<file path="config.mk">
export PLATFORM = sky130hd
export DESIGN_NAME = uart_option_status_rxdata
export DESIGN_NICKNAME = d
export VERILOG_FILES = /design/src/rtl/uart_pkg.sv /design/src/rtl/uart_option_status_rxdata.sv
export SDC_FILE = /design/constraint.sdc
export NUM_CORES = 1
export LEC_CHECK = 0
export BUFFER_PORTS_ARGS = -buffer_cell sky130_fd_sc_hd__buf_2
export CAP_MARGIN = 10
export CORE_MARGIN = 1.5
export CORE_UTILIZATION = 25
export CTS_CLUSTER_DIAMETER = 100
export DETAILED_ROUTE_END_ITERATION = 8
export HOLD_SLACK_MARGIN = 0.08
export SLEW_MARGIN = 10
export SYNTH_ARGS = -nofsm -noshare
export SYNTH_HDL_FRONTEND = slang
export SYNTH_SLANG_ARGS = --single-unit
</file>
<file path="constraint.sdc">
create_clock -name mclk -period 2.5 [get_ports mclk]
set_input_delay 0.25 -clock mclk [delete_from_list [all_inputs] [get_ports mclk]]
set_output_delay 0.25 -clock mclk [all_outputs]
set_load 0.02 [all_outputs]
</file>
<file path="src/rtl/uart_pkg.sv">
// Purpose: Shared constants and types for the serial option/status block
// Assumes: 8-bit registers on a 32-bit address port
// Notes: Bit time is a fixed count; a real baud generator lives elsewhere
package uart_pkg;
    localparam int ADDR_W = 32;
    localparam logic [31:0] CTL_ADDR = 32'hfffffa00;
    localparam logic [31:0] OPT_ADDR = 32'h0ffffa03;
    localparam logic [31:0] STAT_ADDR = 32'hfffffa04;
    localparam logic [31:0] RXB_ADDR = 32'hfffffa06;
    localparam logic [31:0] TXB_ADDR = 32'hfffffa07;
    localparam logic [7:0] CTL_RST = 8'h10;
    localparam logic [7:0] OPT_RST = 8'h14;
    localparam logic [7:0] STAT_RST = 8'h00;
    localparam logic [7:0] RXB_RST = 8'hff;
    localparam logic [7:0] TXB_RST = 8'hff;
    localparam int OPT_SRT_BIT = 6;
    localparam int OPT_STT_BIT = 5;
    localparam int STAT_BUSY_BIT = 7;
    localparam logic [3:0] BIT_CYCLES = 4'hf;
    localparam logic [3:0] HALF_BIT = 4'h7;
    localparam logic [4:0] BRK_MIN = 5'h0b;
    localparam logic [4:0] BRK_BASE = 5'h0d;
    localparam logic [2:0] BRK_OFS = 3'h3;
    localparam logic [1:0] PAR_ZERO = 2'h1;

    typedef struct packed {
        logic pwr;
        logic txe;
        logic rxe;
        logic dir;
        logic [1:0] ps;
        logic cl;
        logic sl;
    } ctl_t;

    typedef struct packed {
        logic srf;
        logic srt;
        logic stt;
        logic [2:0] sbl;
        logic tdl;
        logic rdl;
    } opt_t;

    typedef enum logic [2:0] {
        R_IDLE = 3'b000, R_START = 3'b001, R_DATA = 3'b010,
        R_PAR = 3'b011, R_STOP = 3'b100, R_BRK = 3'b101
    } rx_state_t;

    typedef enum logic [2:0] {
        T_IDLE = 3'b000, T_START = 3'b001, T_DATA = 3'b010,
        T_PAR = 3'b011, T_STOP = 3'b100, T_BRK = 3'b101
    } tx_state_t;
endpackage
</file>
<file path="src/rtl/uart_option_status_rxdata.sv">
// Purpose: Option control, status and receive data of a serial channel
// Assumes: Single clock; serial input synchronous to mclk
// Notes: Power-off acts as a synchronous clear to avoid a gated reset
`timescale 1ns/10ps
// Function
// - Option register is 8 bits, resets to 14h.
// - Option bits: flag 7, rx trigger 6, tx trigger 5, length 4..2, tx inv 1, rx inv 0.
// - Break-receive flag reads 1 during break reception; clears on power/enable off or success.
// - A short break keeps the flag set and waits for a new break.
// - Writing 1 to rx trigger starts break reception; reads 0; needs power and rx enable.
// - Writing 1 to tx trigger starts break transmission; reads 0; needs power and tx enable.
// - Length code 101..100 selects 13 to 20 low bit times.
// - Tx inversion bit inverts the transmit pin.
// - Rx inversion bit inverts the receive pin before sampling; changed only when idle.
// - Status resets to 00h: busy 7, zeros 6..3, parity 2, framing 1, overrun 0.
// - Error flags clear on written 0, keep on written 1; busy ignores writes.
// - Busy sets on tx buffer write; clears when disabled or done with nothing queued.
// - Parity error sets when received parity disagrees with selected odd or even parity.
// - Framing error checks only the first stop bit.
// - A character arriving while the buffer is unread sets overrun and is dropped.
// - Error flags clear whenever power or rx enable is 0.
// - Each character received with the buffer empty loads the rx buffer; 7-bit data aligned by bit order.
// - Rx buffer is read-only, FFh at reset and when power clears.
// - Power off resets the channel; pin idles high, low if inverted.
// - Zero-parity reception never sets the parity error.
module uart_option_status_rxdata
    import uart_pkg::*;
(
    // Clock and reset
    input wire logic mclk,
    input wire logic rst_n,
    // Register port
    input wire logic [uart_pkg::ADDR_W-1:0] addr,
    input wire logic [7:0] wr_data,
    input wire logic wr_en,
    input wire logic rd_en,
    output logic [7:0] rd_data,
    // Serial line
    input wire logic serial_in_pin,
    output logic serial_out_pin,
    // Receive event
    output logic rx_complete
);
    import uart_pkg::*;

    ctl_t ctl_q;
    opt_t opt_q;
    logic busy_q, pe_q, fe_q, ove_q;
    logic [7:0] rxb_q, txb_q, rd_data_q;
    logic rx_full_q, tx_full_q, brk_pend_q, out_q, rx_complete_q;
    rx_state_t rst_q;
    tx_state_t tst_q;
    logic [3:0] rcnt_q, tcnt_q;
    logic [3:0] rbit_q, tbit_q;
    logic [4:0] low_q, blen_q;
    logic [7:0] rsh_q, tsh_q;
    logic rpar_q, tpar_q, stop2_q;

    wire rx_on = ctl_q.pwr & ctl_q.rxe;
    wire tx_on = ctl_q.pwr & ctl_q.txe;
    wire rx_in = serial_in_pin ^ opt_q.rdl;
    wire wr_ctl = wr_en && addr == CTL_ADDR;
    wire wr_opt = wr_en && addr == OPT_ADDR;
    wire wr_stat = wr_en && addr == STAT_ADDR;
    wire wr_txb = wr_en && addr == TXB_ADDR;
    wire rd_rxb = rd_en && addr == RXB_ADDR;
    wire rtick = rcnt_q == 4'h0;
    wire ttick = tcnt_q == 4'h0;
    wire [3:0] last_bit = ctl_q.cl ? 4'h7 : 4'h6;
    wire [4:0] brk_len = BRK_BASE + {2'b00, opt_q.sbl + BRK_OFS};

    // Receive completion events
    logic frame_end, brk_ok;
    logic [7:0] rx_data;
    logic par_bad;
    assign frame_end = rx_on && rst_q == R_STOP && rtick;
    assign brk_ok = rx_on && rst_q == R_BRK && rtick && rx_in && low_q >= BRK_MIN;
    // 7-bit data realigned by transfer order
    assign rx_data = ctl_q.cl ? rsh_q : (ctl_q.dir ? rsh_q >> 1 : rsh_q << 1);
    // Odd/even checked; zero and none skip
    assign par_bad = ctl_q.ps[1] & ((^rx_data) ^ rpar_q ^ ~ctl_q.ps[0]);

    // Control register
    always_ff @(posedge mclk or negedge rst_n) begin
        if (!rst_n) begin
            ctl_q <= ctl_t'(CTL_RST);
        end else if (wr_ctl) begin
            ctl_q <= ctl_t'(wr_data);
        end
    end

    // Option register
    always_ff @(posedge mclk or negedge rst_n) begin
        if (!rst_n) begin
            opt_q <= opt_t'(OPT_RST);
        end else begin
            if (wr_opt) begin
                opt_q.sbl <= wr_data[4:2];
                opt_q.tdl <= wr_data[1];
                opt_q.rdl <= wr_data[0];
            end
            opt_q.srt <= 1'b0;
            opt_q.stt <= 1'b0;
            // Trigger set wins over the success clear
            if (wr_opt && wr_data[OPT_SRT_BIT] && rx_on) begin
                opt_q.srf <= 1'b1;
            end else if (!rx_on || brk_ok) begin
                opt_q.srf <= 1'b0;
            end
        end
    end

    // Receiver
    always_ff @(posedge mclk or negedge rst_n) begin
        if (!rst_n) begin
            rst_q <= R_IDLE;
            rcnt_q <= 4'h0;
            rbit_q <= 4'h0;
            low_q <= 5'h00;
            rsh_q <= 8'h00;
            rpar_q <= 1'b0;
        end else if (!rx_on) begin
            rst_q <= R_IDLE;
            rcnt_q <= 4'h0;
        end else if (rst_q == R_IDLE) begin
            if (!rx_in) begin
                rst_q <= R_START;
                rcnt_q <= HALF_BIT;
            end
        end else if (!rtick) begin
            rcnt_q <= rcnt_q - 4'h1;
        end else begin
            rcnt_q <= BIT_CYCLES;
            case (rst_q)
                R_START: begin
                    rbit_q <= 4'h0;
                    low_q <= 5'h01;
                    if (rx_in) begin
                        rst_q <= R_IDLE;
                    end else if (opt_q.srf) begin
                        rst_q <= R_BRK;
                    end else begin
                        rst_q <= R_DATA;
                    end
                end
                R_DATA: begin
                    rsh_q <= ctl_q.dir ? {rx_in, rsh_q[7:1]} : {rsh_q[6:0], rx_in};
                    rbit_q <= rbit_q + 4'h1;
                    if (rbit_q == last_bit) begin
                        rst_q <= (ctl_q.ps == 2'b00) ? R_STOP : R_PAR;
                    end
                end
                R_PAR: begin
                    rpar_q <= rx_in;
                    rst_q <= R_STOP;
                end
                R_BRK: begin
                    // Short break just returns to waiting
                    if (!rx_in) begin
                        low_q <= (low_q == 5'h1f) ? low_q : low_q + 5'h01;
                    end else begin
                        rst_q <= R_IDLE;
                    end
                end
                default: rst_q <= R_IDLE;
            endcase
        end
    end

    // Status flags and receive buffer
    always_ff @(posedge mclk or negedge rst_n) begin
        if (!rst_n) begin
            pe_q <= 1'b0;
            fe_q <= 1'b0;
            ove_q <= 1'b0;
            rxb_q <= RXB_RST;
            rx_full_q <= 1'b0;
            rx_complete_q <= 1'b0;
        end else if (!rx_on) begin
            pe_q <= 1'b0;
            fe_q <= 1'b0;
            ove_q <= 1'b0;
            rx_full_q <= 1'b0;
            rx_complete_q <= 1'b0;
            if (!ctl_q.pwr) begin
                rxb_q <= RXB_RST;
            end
        end else begin
            // Break frames bypass error checks and the buffer
            rx_complete_q <= brk_ok || (frame_end && !opt_q.srf);
            // Hardware set wins over a written 0
            pe_q <= (pe_q & ~(wr_stat & ~wr_data[2])) | (frame_end & par_bad);
            fe_q <= (fe_q & ~(wr_stat & ~wr_data[1])) | (frame_end & ~rx_in);
            ove_q <= (ove_q & ~(wr_stat & ~wr_data[0])) | (frame_end & rx_full_q);
            if (frame_end && !rx_full_q) begin
                rxb_q <= rx_data;
                rx_full_q <= 1'b1;
            end else if (rd_rxb) begin
                rx_full_q <= 1'b0;
            end
        end
    end

    // Transmit buffer and busy flag
    always_ff @(posedge mclk or negedge rst_n) begin
        if (!rst_n) begin
            txb_q <= TXB_RST;
            tx_full_q <= 1'b0;
            busy_q <= 1'b0;
            brk_pend_q <= 1'b0;
        end else begin
            if (wr_txb) begin
                txb_q <= wr_data;
            end
            if (!tx_on) begin
                tx_full_q <= 1'b0;
                busy_q <= 1'b0;
                brk_pend_q <= 1'b0;
            end else begin
                if (wr_txb) begin
                    tx_full_q <= 1'b1;
                end else if (tst_q == T_IDLE && ttick && !brk_pend_q) begin
                    tx_full_q <= 1'b0;
                end
                if (wr_txb) begin
                    busy_q <= 1'b1;
                end else if (tst_q == T_STOP && ttick && !stop2_q && !tx_full_q) begin
                    busy_q <= 1'b0;
                end
                if (wr_opt && wr_data[OPT_STT_BIT]) begin
                    brk_pend_q <= 1'b1;
                end else if (tst_q == T_IDLE && ttick) begin
                    brk_pend_q <= 1'b0;
                end
            end
        end
    end

    // Transmitter; break has priority over queued data
    always_ff @(posedge mclk or negedge rst_n) begin
        if (!rst_n) begin
            tst_q <= T_IDLE;
            tcnt_q <= 4'h0;
            tbit_q <= 4'h0;
            blen_q <= 5'h00;
            tsh_q <= 8'h00;
            tpar_q <= 1'b0;
            stop2_q <= 1'b0;
        end else if (!tx_on) begin
            tst_q <= T_IDLE;
            tcnt_q <= 4'h0;
        end else begin
            tcnt_q <= ttick ? BIT_CYCLES : tcnt_q - 4'h1;
            if (ttick) begin
                case (tst_q)
                    T_IDLE: begin
                        if (brk_pend_q) begin
                            tst_q <= T_BRK;
                            blen_q <= brk_len - 5'h01;
                        end else if (tx_full_q) begin
                            tst_q <= T_START;
                            tsh_q <= txb_q;
                            tpar_q <= ctl_q.ps[1] & ~(^(txb_q & (ctl_q.cl ? 8'hff :
                                (ctl_q.dir ? 8'h7f : 8'hfe))) ^ ctl_q.ps[0]);
                        end
                    end
                    T_START: begin
                        tst_q <= T_DATA;
                        tbit_q <= 4'h0;
                    end
                    T_DATA: begin
                        tsh_q <= ctl_q.dir ? tsh_q >> 1 : tsh_q << 1;
                        tbit_q <= tbit_q + 4'h1;
                        if (tbit_q == last_bit) begin
                            tst_q <= (ctl_q.ps == 2'b00) ? T_STOP : T_PAR;
                            stop2_q <= ctl_q.sl;
                        end
                    end
                    T_PAR: begin
                        tst_q <= T_STOP;
                        stop2_q <= ctl_q.sl;
                    end
                    T_BRK: begin
                        blen_q <= blen_q - 5'h01;
                        if (blen_q == 5'h00) begin
                            tst_q <= T_STOP;
                            stop2_q <= 1'b0;
                        end
                    end
                    T_STOP: begin
                        stop2_q <= 1'b0;
                        if (!stop2_q) begin
                            tst_q <= T_IDLE;
                        end
                    end
                    default: tst_q <= T_IDLE;
                endcase
            end
        end
    end

    // Line level before inversion
    logic tx_line;
    always_comb begin
        case (tst_q)
            T_START: tx_line = 1'b0;
            T_DATA: tx_line = ctl_q.dir ? tsh_q[0] : tsh_q[7];
            T_PAR: tx_line = tpar_q;
            T_BRK: tx_line = 1'b0;
            default: tx_line = 1'b1;
        endcase
    end

    // Pin register; idle high or inverted while off
    always_ff @(posedge mclk or negedge rst_n) begin
        if (!rst_n) begin
            out_q <= 1'b1;
        end else begin
            out_q <= (tx_on ? tx_line : 1'b1) ^ opt_q.tdl;
        end
    end

    // Read port; data valid only in the cycle after the strobe
    always_ff @(posedge mclk or negedge rst_n) begin
        if (!rst_n) begin
            rd_data_q <= 8'h00;
        end else if (!rd_en) begin
            rd_data_q <= 8'h00;
        end else begin
            case (addr)
                CTL_ADDR: rd_data_q <= ctl_q;
                OPT_ADDR: rd_data_q <= {opt_q.srf, 2'b00, opt_q.sbl, opt_q.tdl, opt_q.rdl};
                STAT_ADDR: rd_data_q <= {busy_q, 4'h0, pe_q, fe_q, ove_q};
                RXB_ADDR: rd_data_q <= rxb_q;
                TXB_ADDR: rd_data_q <= txb_q;
                default: rd_data_q <= 8'h00;
            endcase
        end
    end

    assign rd_data = rd_data_q;
    assign serial_out_pin = out_q;
    assign rx_complete = rx_complete_q;
endmodule

</file>
; ---- Word level (Yosys, flattened, before mapping)
; Index checks and enable logic that the tools add are counted.
[totals]
reg_bits = 98
input_bits = 45
output_inout_bits = 10
wordCells = 246
[op_classes]
n_addsub = 9
magnitude_cmp = 1
n_eq_ne = 40
mux = 70
bitwise = 33
n_reduce_logical = 57
[op_table]
columns = op, n
row1 = "equality test 32 bit, second input constant", 4
row2 = two-way mux 8 bit, 12
row3 = two-way mux 3 bit, 16
row4 = one-hot mux 8 bit (5 select lines), 1
row5 = "equality test 32 x 28 -> 1 bit, second input constant", 1
row6 = two-way mux 4 bit, 6
row7 = two-way mux 1 bit, 23
row8 = logical AND 1 bit, 21
row9 = one-hot mux 5 bit (2 select lines), 2
row10 = AND reduction 4 bit, 5
row11 = AND reduction 5 bit, 4
row12 = one-hot mux 3 bit (6 select lines), 1
row13 = one-hot mux 4 bit (2 select lines), 2
row14 = one-hot mux 8 bit (2 select lines), 1
row15 = parity 8 bit, 2
row16 = two-way mux 5 bit, 3
row17 = "!= test 3 x 1 -> 1 bit, second input constant", 5
row18 = "!= test 2 bit, second input constant", 7
row19 = bitwise AND 1 bit, 13
row20 = "equality test 3 x 2 -> 1 bit, second input constant", 4
row21 = "equality test 3 bit, second input constant", 4
row22 = "!= test 3 bit, second input constant", 4
row23 = one-hot mux 3 bit (4 select lines), 1
row24 = nonzero test 2 bit, 6
row25 = other kinds (30), 62

; ---- Logic depth before layout (Yosys ltp)
[logic_depth]
ltp_word = 9
depth_mapped = 9

; ---- Worst setup path before layout
; No wires, ideal clock.
[synth_timing]
path_kind = register to register
startpoint = register rcnt_q[0]
endpoint = register rsh_q[0]
setup_ps = 125
t_arrival_ps = 1966
required_time_ps = 2375
setup_slack_ps = 409
path_stages_with_launch = 8
n_path_buf = 1
period_less_slack_ps = 2091
path_cell_list = dfrtp_1 -> inv_1 -> ha_1 -> nor3b_2 -> nand2_1 -> nor4b_1 -> buf_2 -> mux2_2
[synth_via]
elab_chain_len = 2
[synth_rtl]
columns = element, line_no
row1 = from (decl), uart_option_status_rxdata.sv:53  ; logic [3:0] rcnt_q, tcnt_q;
row2 = from (signal assigned), uart_option_status_rxdata.sv:131  ; rcnt_q <= rcnt_q - 4'h1;
row3 = logical NOT 4 bit, uart_option_status_rxdata.sv:67  ; wire rtick = rcnt_q == 4'h0;
row4 = AND reduction 4 bit (no line), n/a
row5 = to (signal assigned), uart_option_status_rxdata.sv:147  ; rsh_q <= ctl_q.dir ? {rx_in, rsh_q[7:1]} : {rsh_q[6:0], rx_in};
row6 = to (decl), uart_option_status_rxdata.sv:56  ; logic [7:0] rsh_q, tsh_q;
; Every way passes these cells.
; A chain may end at the register's enable or synchronous reset.

; ---- Worst setup path after layout
[layout_timing]
startpoint = register tcnt_q[0]
endpoint = register tbit_q[2]
[layout_via]
elab_chain_len = 2
[layout_rtl]
columns = element, line_no
row1 = from (decl), uart_option_status_rxdata.sv:53
row2 = from (signal assigned), uart_option_status_rxdata.sv:253  ; tcnt_q <= ttick ? BIT_CYCLES : tcnt_q - 4'h1;
row3 = logical NOT 4 bit, uart_option_status_rxdata.sv:68  ; wire ttick = tcnt_q == 4'h0;
row4 = AND reduction 3 bit (no line), n/a
row5 = to (signal assigned), uart_option_status_rxdata.sv:273  ; tbit_q <= tbit_q + 4'h1;
row6 = to (decl), uart_option_status_rxdata.sv:54  ; logic [3:0] rbit_q, tbit_q;
; Every way passes these cells.

==> impl_metrics.py <==
metrics = {
    "status": {
        "status": "finished, final reports clean",
    },
    "critical_path": {
        "critPathRequiredTime_ns": 2.76,
        "criticalPathCategory": "flop to flop",
        "critPathArrivalTime_ns": 2.52,
        "path_buf_inv": 1,
        "cpPeakStageDelay_ns": 0.48,
        "crit_path_top_delay_cell": "or3b_2",
        "cp-end-kind": "flop",
        "cp_top_family": "simple AND/OR/NAND/NOR gates",
        "cp_cell_sequence": "inv_1 > ha_1 > or3b_2 > nor2_1 > nand2_1 > nor4b_1 > a21oi_1 > o21ai_0",
        "crit_fanout": 7,
        "startpoint": "tcnt_q[0]",
        "cp-start-kind": "flop",
        "reg2reg_from": "tcnt_q[0]",
    },
    "cts": {
        "post_cts_buffers": 0,
        "clock_latency_ns": 0.35,
        "cts_resized": 0,
        "cts.sinks": 98,
        "path_clk_slew_ns": 0.07,
        "cts_tree": "built",
        "hold_buffers": 1,
        "clock_path_buffers": 2,
        "cts_buffers": 9,
        "cts.htree.levels": 3,
        "root_buffer": "clkbuf_16",
    },
    "global_routing": {
        "grt_remaining_overflow": 0,
        "antenna_found_initial": 0,
        "grt_max_degree": 50,
        "gr-usage-all-layers_pct": 11.7,
        "grt_pass1_vias": 4293,
        "grt_pass1_wl_um": 22500,
    },
    "synthesis": {
        "synth_fp_nets": 624,
        "synth_top_cell_area_share_pct": 34.5,
        "synth_flop_cell": "dfrtp_1",
        "synth_area_leaders": "dfrtp_1 (35%), dfstp_2 (9.3%), mux2_2 (7.6%)",
        "synthDistinctLibCells": 70,
        "synth_top_cell_by_area": "dfrtp_1",
        "synth-edff-count": 0,
        "async_flop_share_pct": 100,
        "synth_area_um2": 5650,
        "avgSynthCellArea_um2": 9.97,
        "ys_seq_area_share_pct": 43.8,
        "synthCells": 567,
        "synth_warnings": 0,
        "ys_seq_elements": 98,
    },
    "route": {
        "drtIter0Drc": 193,
        "wl_per_cell_um": 14.7,
        "drcViolationCount": 0,
        "vias_per_cell": 4.92,
        "ant_nets": 0,
        "dr.pass1.iters": 4,
        "vias": 4480,
        "wirelength_um": 13400,
    },
    "sta": {
        "max_slew_margin_pct": 55.0,
        "maxSlewViolCount": 0,
        "hold_viol_final": 0,
        "max_freq_mhz": 443,
        "finalClockSkew_ns": 0.0103,
        "fin_crit_sh_pct": 90.3,
        "fin_setup_tns_ns": 0,
        "rsz0062_at_grt": "false",
        "min_period_ns": 2.26,
        "setup_violations": 0,
        "worstMarginPinSlew_ns": 0.674,
    },
    "pwr": {
        "p_leak_nw": 2.75,
        "powerDensity_nw_per_um2": 463,
        "vdd_drop_max_mv": 0.368,
    },
    "die": {
        "rows": 54,
        "initial_utilization_pct": 25.7,
        "fp.dieArea_um2": 23500,
        "fp.dieW_um": 153,
        "core_um2": 22000,
        "die_h_um": 153,
        "io-pin-count": 55,
    },
    "cells_and_area": {
        "syn_to_final_growth_pct": 16.8,
        "drive_above_1_share_pct": 26.9,
        "diodes": 0,
        "stdcell_area_um2": 6600,
        "stdcell_count": 911,
        "final_nets": 683,
    },
    "place": {
        "dp_hpwl_um": 10100,
        "io_buffer_count": 54,
        "placed_cell_area_um2": 6300,
        "placedCellCount": 894,
        "place_congestion": 0.797,
    },
    "run": {
        "maxCapViolations": 0,
    },
    "hold_path": {
        "min_from": "wr_data[3]",
        "hold_class": "primary input to flop",
    },
}
[report_power, final]
part           internal (W)  switching, W  total, W
Sequential          0.00159   0.000000508   0.00159
Clock              0.000719      0.000621   0.00134
Combinational     0.0000475     0.0000791  0.000127
[final timing paths]
kind / to / slack [ns] / cells after the start
min in group asynchronous: rcnt_q[3] / 0.31 / 2
max in group asynchronous: rxb_q[3] / 1.46 / 3
worst min register to register: tcnt_q[0] / 0.48 / 1
worst max-delay path: tbit_q[2] / 0.24 / 8
worst min-delay path: opt_q[3] / 0.16 / 3
worst max register to register: tbit_q[2] / 0.24 / 8
[worst reg2reg max path, stage by stage, from the launching register on]
cell	delay, ns
dfrtp_1	0.39
inv_1	0.08
ha_1	0.22
or3b_2	0.48
nor2_1	0.25
nand2_1	0.22
nor4b_1	0.31
a21oi_1	0.06
o21ai_0	0.16
[cells in the final DEF (no fill, tap or decap), types with 6 or more instances in the layout]
cell	Yosys	final
clkbuf_16	0	9
inv_1	12	12
mux2i_1	15	15
nor2b_1	9	9
ha_1	12	12
a221oi_1	6	6
nand2_1	59	59
and2_1	7	7
xnor2_1	16	16
o31ai_1	7	7
a22oi_1	8	8
or3_1	7	7
nand4_1	10	10
mux2_2	38	38
buf_4	3	19
a21oi_1	33	33
dfrtp_1	78	78
xor2_1	10	10
o21ai_0	47	47
nor2_1	46	46
buf_2	6	53
nor3b_1	10	10
dfstp_2	20	20
nand3_1	10	10
nor3_1	13	13
[sequential cells by signal (all words and copies together), names as in the netlist, 5 cells and up]
signal and flops:
opt_q 6, txb_q 8, rd_data 8, ctl_q 8, blen_q 5, tsh_q 8
rsh_q 8, low_q 5, rxb_q 8
[logic make-up (layout without fill, tap and decap cells)]
family                   Yosys count  in the layout  share of synthesized area (%)
AO/OA/AOI/OAI                    133            133                           14.9
XOR/XNOR                          27             27                           4.43
adder cells (fa/ha/maj)           12             12                           2.66
flip-flops                        98             98                           43.8
multiplexers                      54             54                           10.5
buffers and inverters             38            102                           3.12
AND/OR/NAND/NOR                  205            205                           20.5
[Yosys cell counts (3+ instances only)]
cell and count:
nand2_1 59, dfstp_2 20, nor4_1 3, nor2b_1 9, a21oi_1 33, inv_1 12, nor2_1 46, buf_4 3
a31oi_1 3, nor4b_1 3, mux2_2 38, and2_1 7, xor2_1 10, xnor2_1 16, a211oi_1 3, nand4_1 10
o2111ai_1 3, o211ai_1 5, nor3b_1 10, buf_2 6, a22oi_1 8, nor3_1 13, a221oi_1 6, dfrtp_1 78
clkbuf_1 14, ha_1 12, or3_1 7, o21ai_0 47, nand3_1 10, o31ai_1 7, mux2i_1 15
[layer usage]
layer | GRT usage, % | wire (µm)
met2 | 18.5 | 6150
met1 | 16.7 | 6570
met5 | 0 | 0
met4 | 3.65 | 184
met3 | 1.36 | 477
[cell type report]
class	count	area, µm²
multi-input combinational	431	3000
timing repair buffer	74	438
tap	280	350
sequential	98	2480
clock inverter	5	45.0
clock buffer	11	243
inverter	12	45.0
fill	2304	15400
[metrics by stage]
| stage | hold WS, ns | power [W] | setup slack [ns] | utilization, % |
|---|---|---|---|---|
| after floorplan | -0.0456 | 0.00165 | 0.409 | - |
| after global placement | 0.147 | 0.00175 | 0.344 | 28.6 |
| after detailed placement | 0.145 | 0.00175 | 0.244 | 28.6 |
| after CTS | 0.153 | 0.00310 | 0.220 | 30.0 |
| after global routing | 0.184 | 0.00318 | 0.0254 | 30.0 |
| final | 0.162 | 0.00305 | 0.243 | 30.0 |
Power figures use the tool's default switching activity.
